===== src/dtc_pkg.sv =====
// dtc_pkg: register map, field positions, codes and carrier types for the dual timer block
// assumes an AXI4-Lite master on the same clock; registers are 8 bits in the low byte lane
package dtc_pkg;

  // ----------------------------------------
  // register indexes (byte address = 4 * index)
  // ----------------------------------------
  localparam logic [7:0] IDX_CTRL = 8'h88;
  localparam logic [7:0] IDX_MODE = 8'h89;
  localparam logic [7:0] IDX_T0LOW = 8'h8A;
  localparam logic [7:0] IDX_T1LOW = 8'h8B;
  localparam logic [7:0] IDX_T0HIGH = 8'h8C;
  localparam logic [7:0] IDX_T1HIGH = 8'h8D;
  localparam logic [7:0] IDX_CLKSEL = 8'h8E;
  localparam logic [7:0] IDX_POL = 8'h8F;
  localparam logic [7:0] IDX_CTRL_SET = 8'h90;
  localparam logic [7:0] IDX_CTRL_CLR = 8'h91;

  localparam logic [7:0] RESET_BYTE = 8'h00;
  localparam logic [3:0] RESET_NIB = 4'h0;

  // ----------------------------------------
  // control register bits
  // ----------------------------------------
  localparam int CTRL_T1_OVF = 7;
  localparam int CTRL_T1_RUN = 6;
  localparam int CTRL_T0_OVF = 5;
  localparam int CTRL_T0_RUN = 4;
  localparam int CTRL_IRQ1_FLAG = 3;
  localparam int CTRL_IRQ1_TYPE = 2;
  localparam int CTRL_IRQ0_FLAG = 1;
  localparam int CTRL_IRQ0_TYPE = 0;

  // ----------------------------------------
  // mode register fields
  // ----------------------------------------
  localparam int MOD_T1_GATE = 7;
  localparam int MOD_T1_CNT = 6;
  localparam int MOD_T1_MODE = 4;
  localparam int MOD_T0_GATE = 3;
  localparam int MOD_T0_CNT = 2;
  localparam int MOD_T0_MODE = 0;

  localparam logic [1:0] MODE_13 = 2'h0;
  localparam logic [1:0] MODE_16 = 2'h1;
  localparam logic [1:0] MODE_RLD = 2'h2;
  localparam logic [1:0] MODE_SPLIT = 2'h3;

  // ----------------------------------------
  // clock select and polarity fields
  // ----------------------------------------
  localparam int CKS_CODE = 0;
  localparam int CKS_T0_SYS = 2;
  localparam int CKS_T1_SYS = 3;
  localparam int POL_IRQ0 = 0;
  localparam int POL_IRQ1 = 1;

  localparam logic [1:0] PRE_SYS12 = 2'h0;
  localparam logic [1:0] PRE_SYS4 = 2'h1;
  localparam logic [1:0] PRE_SYS48 = 2'h2;
  localparam logic [1:0] PRE_EXT8 = 2'h3;
  localparam logic [5:0] DIV_SYS12 = 6'h0C;
  localparam logic [5:0] DIV_SYS4 = 6'h04;
  localparam logic [5:0] DIV_SYS48 = 6'h30;
  localparam logic [2:0] DIV_EXT8_LAST = 3'h7;

  // ----------------------------------------
  // pins and vector acknowledges
  // ----------------------------------------
  localparam int NPINS = 5;
  localparam int PIN_T0 = 0;
  localparam int PIN_T1 = 1;
  localparam int PIN_IRQ0 = 2;
  localparam int PIN_IRQ1 = 3;
  localparam int PIN_EXTCLK = 4;
  localparam int ACK_T0 = 0;
  localparam int ACK_T1 = 1;
  localparam int ACK_IRQ0 = 2;
  localparam int ACK_IRQ1 = 3;

  localparam logic [1:0] RESP_OKAY = 2'h0;
  localparam logic [1:0] RESP_SLVERR = 2'h2;

  // ----------------------------------------
  // carrier types
  // ----------------------------------------
  typedef struct packed {
    logic [11:0] awaddr;
    logic awvalid;
    logic [31:0] wdata;
    logic [3:0] wstrb;
    logic wvalid;
    logic bready;
    logic [11:0] araddr;
    logic arvalid;
    logic rready;
  } dtc_axi_req_t;

  typedef struct packed {
    logic awready;
    logic wready;
    logic bvalid;
    logic [1:0] bresp;
    logic arready;
    logic rvalid;
    logic [31:0] rdata;
    logic [1:0] rresp;
  } dtc_axi_rsp_t;

  typedef struct packed {
    logic [7:0] ctrl;
    logic [7:0] mode;
    logic [7:0] t0Low;
    logic [7:0] t0High;
    logic [7:0] t1Low;
    logic [7:0] t1High;
    logic [3:0] clkSel;
    logic [1:0] pol;
    logic [5:0] preCnt;
    logic [2:0] extCnt;
    logic awHeld;
    logic wHeld;
    logic [11:0] awAddr;
    logic [7:0] wData;
    logic wLane0;
    logic t1OvfPulse;
    dtc_axi_rsp_t rsp;
  } dtc_state_t;

endpackage : dtc_pkg


===== src/dtc_pin_sync.sv =====
// dtc_pin_sync: two-flop synchronisers and edge detectors for the external pins
// assumes pins are asynchronous to clk
`timescale 1ns/10ps
module dtc_pin_sync (
  clk,
  rst_b,
  pinIn,
  level,
  fell,
  rose
);
  input wire logic clk;
  input wire logic rst_b;
  input wire logic [dtc_pkg::NPINS-1:0] pinIn;
  output logic [dtc_pkg::NPINS-1:0] level;
  output logic [dtc_pkg::NPINS-1:0] fell;
  output logic [dtc_pkg::NPINS-1:0] rose;

  typedef struct packed {
    logic [dtc_pkg::NPINS-1:0] meta;
    logic [dtc_pkg::NPINS-1:0] sync;
    logic [dtc_pkg::NPINS-1:0] prev;
  } dtc_sync_t;

  dtc_sync_t s;
  dtc_sync_t next_s;

  // ----------------------------------------
  // sample chain
  // ----------------------------------------
  always_comb begin
    next_s = s;
    next_s.meta = pinIn;
    next_s.sync = s.meta;
    next_s.prev = s.sync;
  end

  // pins idle high: reset to ones so no false edge or active level follows reset
  always_ff @(posedge clk or negedge rst_b) begin
    if (!rst_b) begin
      s <= '1;
    end else begin
      s <= next_s;
    end
  end

  // edges compare consecutive synchronised samples
  assign level = s.sync;
  assign fell = s.prev & ~s.sync;
  assign rose = ~s.prev & s.sync;

endmodule : dtc_pin_sync


===== src/dtc_timer_core.sv =====
// dtc_timer_core: two counter/timers with run, mode, gate, prescaler and external interrupt flags
// assumes an AXI4-Lite master on clk and vector acknowledges as one-cycle pulses on clk
`timescale 1ns/10ps

// Notes on behaviour
// - timer 1 overflow sets flag outside split; ack clears
// - run bit 6 enables timer 1 outside split
// - timer 0 overflow sets flag; ack clears
// - run bit 4 enables timer 0
// - irq1 flag set by edge/level, ack edge-only
// - irq0 flag set by edge/level, ack edge-only
// - bit 2: irq1 level 0, edge 1
// - bit 0: irq0 level 0, edge 1
// - timer 1 gate needs irq1 active outside split
// - timer 0 gate needs irq0 active
// - timer 1 counts clock or pin falls
// - timer 0 counts clock or pin falls
// - timer 1 modes 13/16/reload/inactive
// - timer 0 modes 13/16/reload/split
// - control bits set or cleared singly
// - 13-bit count, rollover sets flag
// - reload low from high on overflow
// - split high byte runs by timer-1 run
// - prescaler divides 12, 4, 48, ext 8
module dtc_timer_core (
  clk,
  rst_b,
  axiReq,
  axiRsp,
  pins,
  vecAck,
  flags,
  t1OvfPulse
);
  input wire logic clk;
  input wire logic rst_b;
  input wire dtc_pkg::dtc_axi_req_t axiReq;
  output dtc_pkg::dtc_axi_rsp_t axiRsp;
  input wire logic [dtc_pkg::NPINS-1:0] pins;
  input wire logic [3:0] vecAck;
  output logic [7:0] flags;
  output logic t1OvfPulse;

  dtc_pkg::dtc_state_t s;
  dtc_pkg::dtc_state_t next_s;
  logic [dtc_pkg::NPINS-1:0] pinLevel;
  logic [dtc_pkg::NPINS-1:0] pinFell;
  logic [dtc_pkg::NPINS-1:0] pinRose;

  dtc_pin_sync u_sync (
    .clk(clk),
    .rst_b(rst_b),
    .pinIn(pins),
    .level(pinLevel),
    .fell(pinFell),
    .rose(pinRose)
  );

  // ----------------------------------------
  // one count step: {overflow, high, low}
  // ----------------------------------------
  function automatic logic [16:0] dtcStep(input logic [7:0] lo, input logic [7:0] hi, input logic [1:0] md);
    logic [13:0] c13;
    logic [16:0] c16;
    logic [8:0] c8;
    c13 = {1'b0, hi, lo[4:0]} + 14'h0001;
    c16 = {1'b0, hi, lo} + 17'h0_0001;
    c8 = {1'b0, lo} + 9'h001;
    unique case (md)
      dtc_pkg::MODE_13: dtcStep = {c13[13], c13[12:5], lo[7:5], c13[4:0]};
      dtc_pkg::MODE_16: dtcStep = c16;
      dtc_pkg::MODE_RLD: dtcStep = {c8[8], hi, c8[8] ? hi : c8[7:0]};
      dtc_pkg::MODE_SPLIT: dtcStep = {c8[8], hi, c8[7:0]};
    endcase
  endfunction : dtcStep

  // ----------------------------------------
  // next state
  // ----------------------------------------
  always_comb begin
    logic [1:0] md0;
    logic [1:0] md1;
    logic split;
    logic act0;
    logic act1;
    logic edge0;
    logic edge1;
    logic preTick;
    logic [5:0] div;
    logic t0Tick;
    logic t1Tick;
    logic hiTick;
    logic run0;
    logic run1;
    logic runHi;
    logic [16:0] st0;
    logic [16:0] st1;
    logic [8:0] stHi;
    logic setT0;
    logic setT1;
    logic setI0;
    logic setI1;
    logic doWrite;
    logic wrMapped;
    logic [7:0] wrIdx;
    logic [7:0] rdIdx;
    logic [7:0] rdByte;
    logic rdMapped;
    logic [7:0] c;
    md0 = '0;
    md1 = '0;
    split = 1'b0;
    act0 = 1'b0;
    act1 = 1'b0;
    edge0 = 1'b0;
    edge1 = 1'b0;
    preTick = 1'b0;
    div = '0;
    t0Tick = 1'b0;
    t1Tick = 1'b0;
    hiTick = 1'b0;
    run0 = 1'b0;
    run1 = 1'b0;
    runHi = 1'b0;
    st0 = '0;
    st1 = '0;
    stHi = '0;
    setT0 = 1'b0;
    setT1 = 1'b0;
    setI0 = 1'b0;
    setI1 = 1'b0;
    doWrite = 1'b0;
    wrMapped = 1'b0;
    wrIdx = '0;
    rdIdx = '0;
    rdByte = '0;
    rdMapped = 1'b0;
    c = s.ctrl;
    next_s = s;
    next_s.t1OvfPulse = 1'b0;

    md0 = s.mode[dtc_pkg::MOD_T0_MODE +: 2];
    md1 = s.mode[dtc_pkg::MOD_T1_MODE +: 2];
    split = (md0 == dtc_pkg::MODE_SPLIT);

    // active level of each interrupt input, 1 in polarity means active high
    act0 = (pinLevel[dtc_pkg::PIN_IRQ0] == s.pol[dtc_pkg::POL_IRQ0]);
    act1 = (pinLevel[dtc_pkg::PIN_IRQ1] == s.pol[dtc_pkg::POL_IRQ1]);
    edge0 = s.pol[dtc_pkg::POL_IRQ0] ? pinRose[dtc_pkg::PIN_IRQ0] : pinFell[dtc_pkg::PIN_IRQ0];
    edge1 = s.pol[dtc_pkg::POL_IRQ1] ? pinRose[dtc_pkg::PIN_IRQ1] : pinFell[dtc_pkg::PIN_IRQ1];

    // ----------------------------------------
    // prescaler
    // ----------------------------------------
    unique case (s.clkSel[dtc_pkg::CKS_CODE +: 2])
      dtc_pkg::PRE_SYS12: div = dtc_pkg::DIV_SYS12;
      dtc_pkg::PRE_SYS4: div = dtc_pkg::DIV_SYS4;
      dtc_pkg::PRE_SYS48: div = dtc_pkg::DIV_SYS48;
      dtc_pkg::PRE_EXT8: div = '0;
    endcase
    if (s.clkSel[dtc_pkg::CKS_CODE +: 2] == dtc_pkg::PRE_EXT8) begin
      next_s.preCnt = '0;
      if (pinRose[dtc_pkg::PIN_EXTCLK]) begin
        next_s.extCnt = s.extCnt + 3'h1;
        preTick = (s.extCnt == dtc_pkg::DIV_EXT8_LAST);
      end
    end else if (s.preCnt >= div - 6'h01) begin
      next_s.preCnt = '0;
      preTick = 1'b1;
    end else begin
      next_s.preCnt = s.preCnt + 6'h01;
    end

    // ----------------------------------------
    // timer clocks and run gating
    // ----------------------------------------
    hiTick = s.clkSel[dtc_pkg::CKS_T0_SYS] | preTick;
    t0Tick = s.mode[dtc_pkg::MOD_T0_CNT] ? pinFell[dtc_pkg::PIN_T0] : hiTick;
    t1Tick = (s.mode[dtc_pkg::MOD_T1_CNT] && !split) ? pinFell[dtc_pkg::PIN_T1] :
             (s.clkSel[dtc_pkg::CKS_T1_SYS] | preTick);
    run0 = s.ctrl[dtc_pkg::CTRL_T0_RUN] && (!s.mode[dtc_pkg::MOD_T0_GATE] || act0);
    if (split) begin
      run1 = (md1 != dtc_pkg::MODE_SPLIT);
    end else begin
      run1 = s.ctrl[dtc_pkg::CTRL_T1_RUN] && (!s.mode[dtc_pkg::MOD_T1_GATE] || act1) &&
             (md1 != dtc_pkg::MODE_SPLIT);
    end
    runHi = split && s.ctrl[dtc_pkg::CTRL_T1_RUN];

    // ----------------------------------------
    // counting
    // ----------------------------------------
    st0 = dtcStep(s.t0Low, s.t0High, md0);
    st1 = dtcStep(s.t1Low, s.t1High, md1);
    stHi = {1'b0, s.t0High} + 9'h001;
    if (run0 && t0Tick) begin
      next_s.t0Low = st0[7:0];
      next_s.t0High = split ? s.t0High : st0[15:8];
      setT0 = st0[16];
    end
    if (runHi && hiTick) begin
      next_s.t0High = stHi[7:0];
      setT1 = stHi[8];
    end
    if (run1 && t1Tick) begin
      next_s.t1Low = st1[7:0];
      next_s.t1High = st1[15:8];
      next_s.t1OvfPulse = st1[16];
      setT1 = setT1 | (st1[16] && !split);
    end

    // interrupt flag sources
    setI0 = c[dtc_pkg::CTRL_IRQ0_TYPE] ? edge0 : act0;
    setI1 = c[dtc_pkg::CTRL_IRQ1_TYPE] ? edge1 : act1;

    // ----------------------------------------
    // register write
    // ----------------------------------------
    if (axiReq.awvalid && s.rsp.awready) begin
      next_s.awHeld = 1'b1;
      next_s.awAddr = axiReq.awaddr;
      next_s.rsp.awready = 1'b0;
    end
    if (axiReq.wvalid && s.rsp.wready) begin
      next_s.wHeld = 1'b1;
      next_s.wData = axiReq.wdata[7:0];
      next_s.wLane0 = axiReq.wstrb[0];
      next_s.rsp.wready = 1'b0;
    end
    doWrite = s.awHeld && s.wHeld && !s.rsp.bvalid;
    wrIdx = s.awAddr[9:2];
    if (doWrite) begin
      wrMapped = (s.awAddr[11:10] == 2'h0) && (wrIdx >= dtc_pkg::IDX_CTRL) && (wrIdx <= dtc_pkg::IDX_CTRL_CLR);
      next_s.awHeld = 1'b0;
      next_s.wHeld = 1'b0;
      next_s.rsp.bvalid = 1'b1;
      next_s.rsp.bresp = wrMapped ? dtc_pkg::RESP_OKAY : dtc_pkg::RESP_SLVERR;
      if (wrMapped && s.wLane0) begin
        unique case (wrIdx)
          dtc_pkg::IDX_CTRL: c = s.wData;
          dtc_pkg::IDX_CTRL_SET: c = c | s.wData;
          dtc_pkg::IDX_CTRL_CLR: c = c & ~s.wData;
          dtc_pkg::IDX_MODE: next_s.mode = s.wData;
          dtc_pkg::IDX_T0LOW: next_s.t0Low = s.wData;
          dtc_pkg::IDX_T1LOW: next_s.t1Low = s.wData;
          dtc_pkg::IDX_T0HIGH: next_s.t0High = s.wData;
          dtc_pkg::IDX_T1HIGH: next_s.t1High = s.wData;
          dtc_pkg::IDX_CLKSEL: next_s.clkSel = s.wData[3:0];
          dtc_pkg::IDX_POL: next_s.pol = s.wData[1:0];
          default: c = c;
        endcase
      end
    end
    if (s.rsp.bvalid && axiReq.bready) begin
      next_s.rsp.bvalid = 1'b0;
      next_s.rsp.awready = 1'b1;
      next_s.rsp.wready = 1'b1;
    end

    // ----------------------------------------
    // flag clears by vectoring, then hardware sets win
    // ----------------------------------------
    if (vecAck[dtc_pkg::ACK_T1]) begin
      c[dtc_pkg::CTRL_T1_OVF] = 1'b0;
    end
    if (vecAck[dtc_pkg::ACK_T0]) begin
      c[dtc_pkg::CTRL_T0_OVF] = 1'b0;
    end
    if (vecAck[dtc_pkg::ACK_IRQ1] && s.ctrl[dtc_pkg::CTRL_IRQ1_TYPE]) begin
      c[dtc_pkg::CTRL_IRQ1_FLAG] = 1'b0;
    end
    if (vecAck[dtc_pkg::ACK_IRQ0] && s.ctrl[dtc_pkg::CTRL_IRQ0_TYPE]) begin
      c[dtc_pkg::CTRL_IRQ0_FLAG] = 1'b0;
    end
    c[dtc_pkg::CTRL_T1_OVF] = c[dtc_pkg::CTRL_T1_OVF] | setT1;
    c[dtc_pkg::CTRL_T0_OVF] = c[dtc_pkg::CTRL_T0_OVF] | setT0;
    c[dtc_pkg::CTRL_IRQ1_FLAG] = c[dtc_pkg::CTRL_IRQ1_FLAG] | setI1;
    c[dtc_pkg::CTRL_IRQ0_FLAG] = c[dtc_pkg::CTRL_IRQ0_FLAG] | setI0;
    next_s.ctrl = c;

    // ----------------------------------------
    // register read
    // ----------------------------------------
    rdIdx = axiReq.araddr[9:2];
    rdMapped = (axiReq.araddr[11:10] == 2'h0) && (rdIdx >= dtc_pkg::IDX_CTRL) && (rdIdx <= dtc_pkg::IDX_CTRL_CLR);
    unique case (rdIdx)
      dtc_pkg::IDX_CTRL: rdByte = s.ctrl;
      dtc_pkg::IDX_CTRL_SET: rdByte = s.ctrl;
      dtc_pkg::IDX_CTRL_CLR: rdByte = s.ctrl;
      dtc_pkg::IDX_MODE: rdByte = s.mode;
      dtc_pkg::IDX_T0LOW: rdByte = s.t0Low;
      dtc_pkg::IDX_T1LOW: rdByte = s.t1Low;
      dtc_pkg::IDX_T0HIGH: rdByte = s.t0High;
      dtc_pkg::IDX_T1HIGH: rdByte = s.t1High;
      dtc_pkg::IDX_CLKSEL: rdByte = {4'h0, s.clkSel};
      dtc_pkg::IDX_POL: rdByte = {6'h00, s.pol};
      default: rdByte = 8'h00;
    endcase
    if (axiReq.arvalid && s.rsp.arready) begin
      next_s.rsp.arready = 1'b0;
      next_s.rsp.rvalid = 1'b1;
      next_s.rsp.rdata = {24'h00_0000, rdMapped ? rdByte : 8'h00};
      next_s.rsp.rresp = rdMapped ? dtc_pkg::RESP_OKAY : dtc_pkg::RESP_SLVERR;
    end
    if (s.rsp.rvalid && axiReq.rready) begin
      next_s.rsp.rvalid = 1'b0;
      next_s.rsp.arready = 1'b1;
    end
  end

  // ----------------------------------------
  // state register
  // ----------------------------------------
  always_ff @(posedge clk or negedge rst_b) begin
    if (!rst_b) begin
      s <= '0;
      s.ctrl <= dtc_pkg::RESET_BYTE;
      s.mode <= dtc_pkg::RESET_BYTE;
      s.clkSel <= dtc_pkg::RESET_NIB;
      s.rsp.awready <= 1'b1;
      s.rsp.wready <= 1'b1;
      s.rsp.arready <= 1'b1;
    end else begin
      s <= next_s;
    end
  end

  assign axiRsp = s.rsp;
  assign flags = s.ctrl;
  assign t1OvfPulse = s.t1OvfPulse;

endmodule : dtc_timer_core


===== config.mk =====
export PLATFORM = sky130hd
export DESIGN_NAME = dtc_timer_core
export DESIGN_NICKNAME = d
export VERILOG_FILES = /design/src/dtc_pkg.sv /design/src/dtc_pin_sync.sv /design/src/dtc_timer_core.sv
export SDC_FILE = /design/constraint.sdc
export NUM_CORES = 1
export LEC_CHECK = 0
export ABC_AREA = 1
export BUFFER_PORTS_ARGS = -buffer_cell sky130_fd_sc_hd__buf_4
export CAP_MARGIN = 20
export CORE_ASPECT_RATIO = 0.5
export CORE_UTILIZATION = 55
export DETAILED_ROUTE_END_ITERATION = 7
export MAX_ROUTING_LAYER = met4
export PLACE_DENSITY = 0.8
export RECOVER_POWER = 25
export SYNTH_ARGS = -nofsm -noshare
export SYNTH_HDL_FRONTEND = slang
export SYNTH_SLANG_ARGS = --single-unit

===== constraint.sdc =====
create_clock -name clk -period 3.3 [get_ports clk]
set_clock_uncertainty 0.2 [all_clocks]
set_input_delay 0.165 -clock clk [delete_from_list [all_inputs] [get_ports clk]]
set_output_delay 0.165 -clock clk [all_outputs]
set_load 0.02 [all_outputs]

==> results.yml <==
clock_network:
  cts_buffers: 17
  clockBufferDepth: 2
  clockRootBuffer: "clkbuf_16"
  cts_resized: 0
  clk_latency_ns: 0.43
  clock_sinks: 115
  htreeDepth: 4
  path_clk_slew_ns: 0.06
  cts_tree: "done"
critical_path:
  endpoint: "axiRsp[9]$_DFFE_PN0P_"
  reg2reg_to: "s[92]$_DFF_PN0_"
  cp_common_cell: "dlygate4sd3_1"
  cp.depth: 9
  critPathMaxFanout: 9
  reg2reg_slack_ns: 0.57
  critical_path_class: "in -> reg"
  critPathTopFamily: "buffers and inverters"
  critPathBufInv: 4
  start_kind: "input pin"
  rr_startpoint: "s[77]$_DFFE_PN0P_"
  worst_r2r_path_depth: 14
  cp.arrival_ns: 3.13
  crit_start: "axiReq[12]"
  end_kind: "flip-flop"
  slowest_delay_ns: 0.58
  cp_cell_sequence: "dlygate4sd3_1, buf_4, nor2_1, dlygate4sd3_1, o211ai_1, dlygate4sd3_1, a211oi_2, o21ai_0, nand2_1"
  cpMaxStageDelayCell: "dlygate4sd3_1"
  worstPathRequired_ns: 3.46
global_routing:
  overflow: 0
  grt_use_total: 0.365
  grt_pass1_vias: 7181
  grt_max_degree: 116
  antenna_found_initial: 0
  grt_pass1_wl_um: 38100
sta:
  finalMaxSlewViolations: 116
  final-hold-violation-count: 0
  timing.final.crit_share: 0.901
  setup-violations-final: 0
  relSlewSlack: -0.0776
  fin_crit_ns: 2.97
  whs_ns: 0.0872
  fin_setup_tns_ns: 0
  max_freq_mhz: 336
  rsz0062_at_grt: "false"
  tightestPinTransition_ns: 1.62
  setup_ws_ns: 0.327
cells_and_area:
  layout_commonest_cell: "nand2_1"
  nFillCells: 1104
  n_antenna_cell: 0
  final_cell_mix: "316 x nand2_1, 127 x inv_1, 97 x dfrtp_1, 87 x nor2_1, 86 x nand3_1"
  finalNonFillerCells: 1348
  final-seq-area_sq_um: 2900
  multi_input_area_sq_um: 3730
  nNetsFinal: 1251
  drive_gt1_frac: 0.145
  syn_to_final_growth_pct: 18.2
logic_synthesis:
  synth-edff-count: 0
  ys.warnings.count: 0
  ys_seq_area_frac: 0.384
  synth.distinct_cells: 44
  async_flop_share: 1.00
  ys_ff_latch: 115
  synth.avg_cell_area_sq_um: 7.03
  netlist_instances: 1074
  ys.flop_type: "dfrtp_1"
  syn-cell-area_sq_um: 7550
floorplan:
  io_pins: 126
  rows: 29
  fp.dieH_um: 84.8
  die_x_um: 168
  fp.dieArea_sq_um: 14200
  coreArea_sq_um: 13000
  start_util: 0.580
status:
  violations: "max-capacitance violations, max-slew violations"
  status: "complete, but fails checks"
placement:
  place_inst: 1276
  pre_cts_ws_ns: 0.654
  place_congestion: 0.974
  hpwl_um: 16800
  numPortBuffers: 68
route:
  drc: 0
  first_pass_iters: 5
  wirelength_um: 23900
  wire_per_inst_um: 17.8
  drtIter0Drc: 777
  vias: 7614
  drtAntennaViolNets: 0
  via_per_inst: 5.65
min_path:
  hold_path.class: "in -> reg"
  min_path_cells: 5
power_and_ir_drop:
  power.density_nw_per_um2: 563
  vdd_drop_max_v: 0.000470
  p_leak_uw: 0.00444
run:
  cap_violations: 1
cell type report:
cell class,instances,area share
clock buffer,17,0.0477
inverter,140,0.0593
clock inverter,15,0.0203
tap,170,0.0238
multi-input combinational,779,0.418
timing repair buffer,112,0.105
sequential,115,0.325
worst min-delay path: stages:
cell and delay [ns]:
buf_4 0.11, nor3_1 0.05, nand2_1 0.09, a211oi_2 0.16, nor2_1 0.09
synth_stat cells, types with 6 or more instances:
cell type,instances,area [sq um]
a21oi_1,38,190
o211ai_1,8,60.1
nand3_2,7,70.1
nor2_1,87,327
xor2_1,12,105
nand4_1,17,106
nand2_1,316,1190
nand3_1,86,430
o21ai_1,22,110
buf_2,8,40.0
nor3_1,18,90.1
buf_4,50,375
o21ai_0,57,285
inv_2,9,33.8
o22ai_1,17,106
nand2_2,15,93.8
nor2_2,9,56.3
ha_1,10,125
a31oi_1,6,37.5
inv_1,127,477
dfrtp_1,97,2430
dfstp_2,18,473
power breakdown:
group	internal [uW]	switching (uW)	total, uW
clock	1150	801	1950
sequential	1650	332	1980
combinational	361	736	1100
total	3160	1870	5020
logic make-up after synthesis:
logic type / Yosys count / share of synthesized area
flops: 115 / 0.384
fa+ha+maj: 10 / 0.0166
other cells: 1 / 0.000497
compound gates: 159 / 0.117
xor+xnor: 16 / 0.0186
simple gates: 568 / 0.329
buf+inv: 205 / 0.134
stage by stage:
step,utilization,power [uW],cell area [sq um]
2_1_floorplan,-,2590,7640
3_3_place_gp,0.609,2930,7930
3_5_place_dp,0.609,2970,7930
4_1_cts,0.686,4970,8940
5_1_grt,0.685,5230,8920
6_report,0.685,5020,8920
worst min-delay path by stage:
| stage | start | endpoint | slack [ns] |
|---|---|---|---|
| after detailed placement | pins[4] | u_sync.next_s[9]$_DFF_PN1_ | 0.07 |
| after floorplan | rst_b | axiRsp[1]$_DFFE_PN0P_ | -0.33 |
| after global placement | pins[2] | u_sync.next_s[7]$_DFF_PN1_ | 0.07 |
| after global routing | axiReq[6] | axiRsp[1]$_DFFE_PN0P_ | 0.14 |
| after CTS | axiReq[6] | axiRsp[1]$_DFFE_PN0P_ | 0.06 |
| final | axiReq[6] | axiRsp[1]$_DFFE_PN0P_ | 0.09 |
flip-flops by register name (all words and copies together), names as in the netlist:
register,flops
u_sync.level,5
s,76
flags,8
u_sync.s,5
u_sync.next_s,5
t1OvfPulse,1
axiRsp,15
metal layers:
metal,global-route usage,vias to the layer above,share of wire
li1,-,3587,-
met1,0.475,3575,0.44
met2,0.564,402,0.45
met3,0.0840,50,0.089
met4,0.124,0,0.025
met5,-,-,0
repair_timing:
| item | 4_1_cts | 5_1_grt |
|---|---|---|
| hold buffers | 40 | 0 |
| buffers inserted | 0 | 0 |
| hold endpoints to repair | 133 | 0 |
Power figures use the tool's default switching activity.
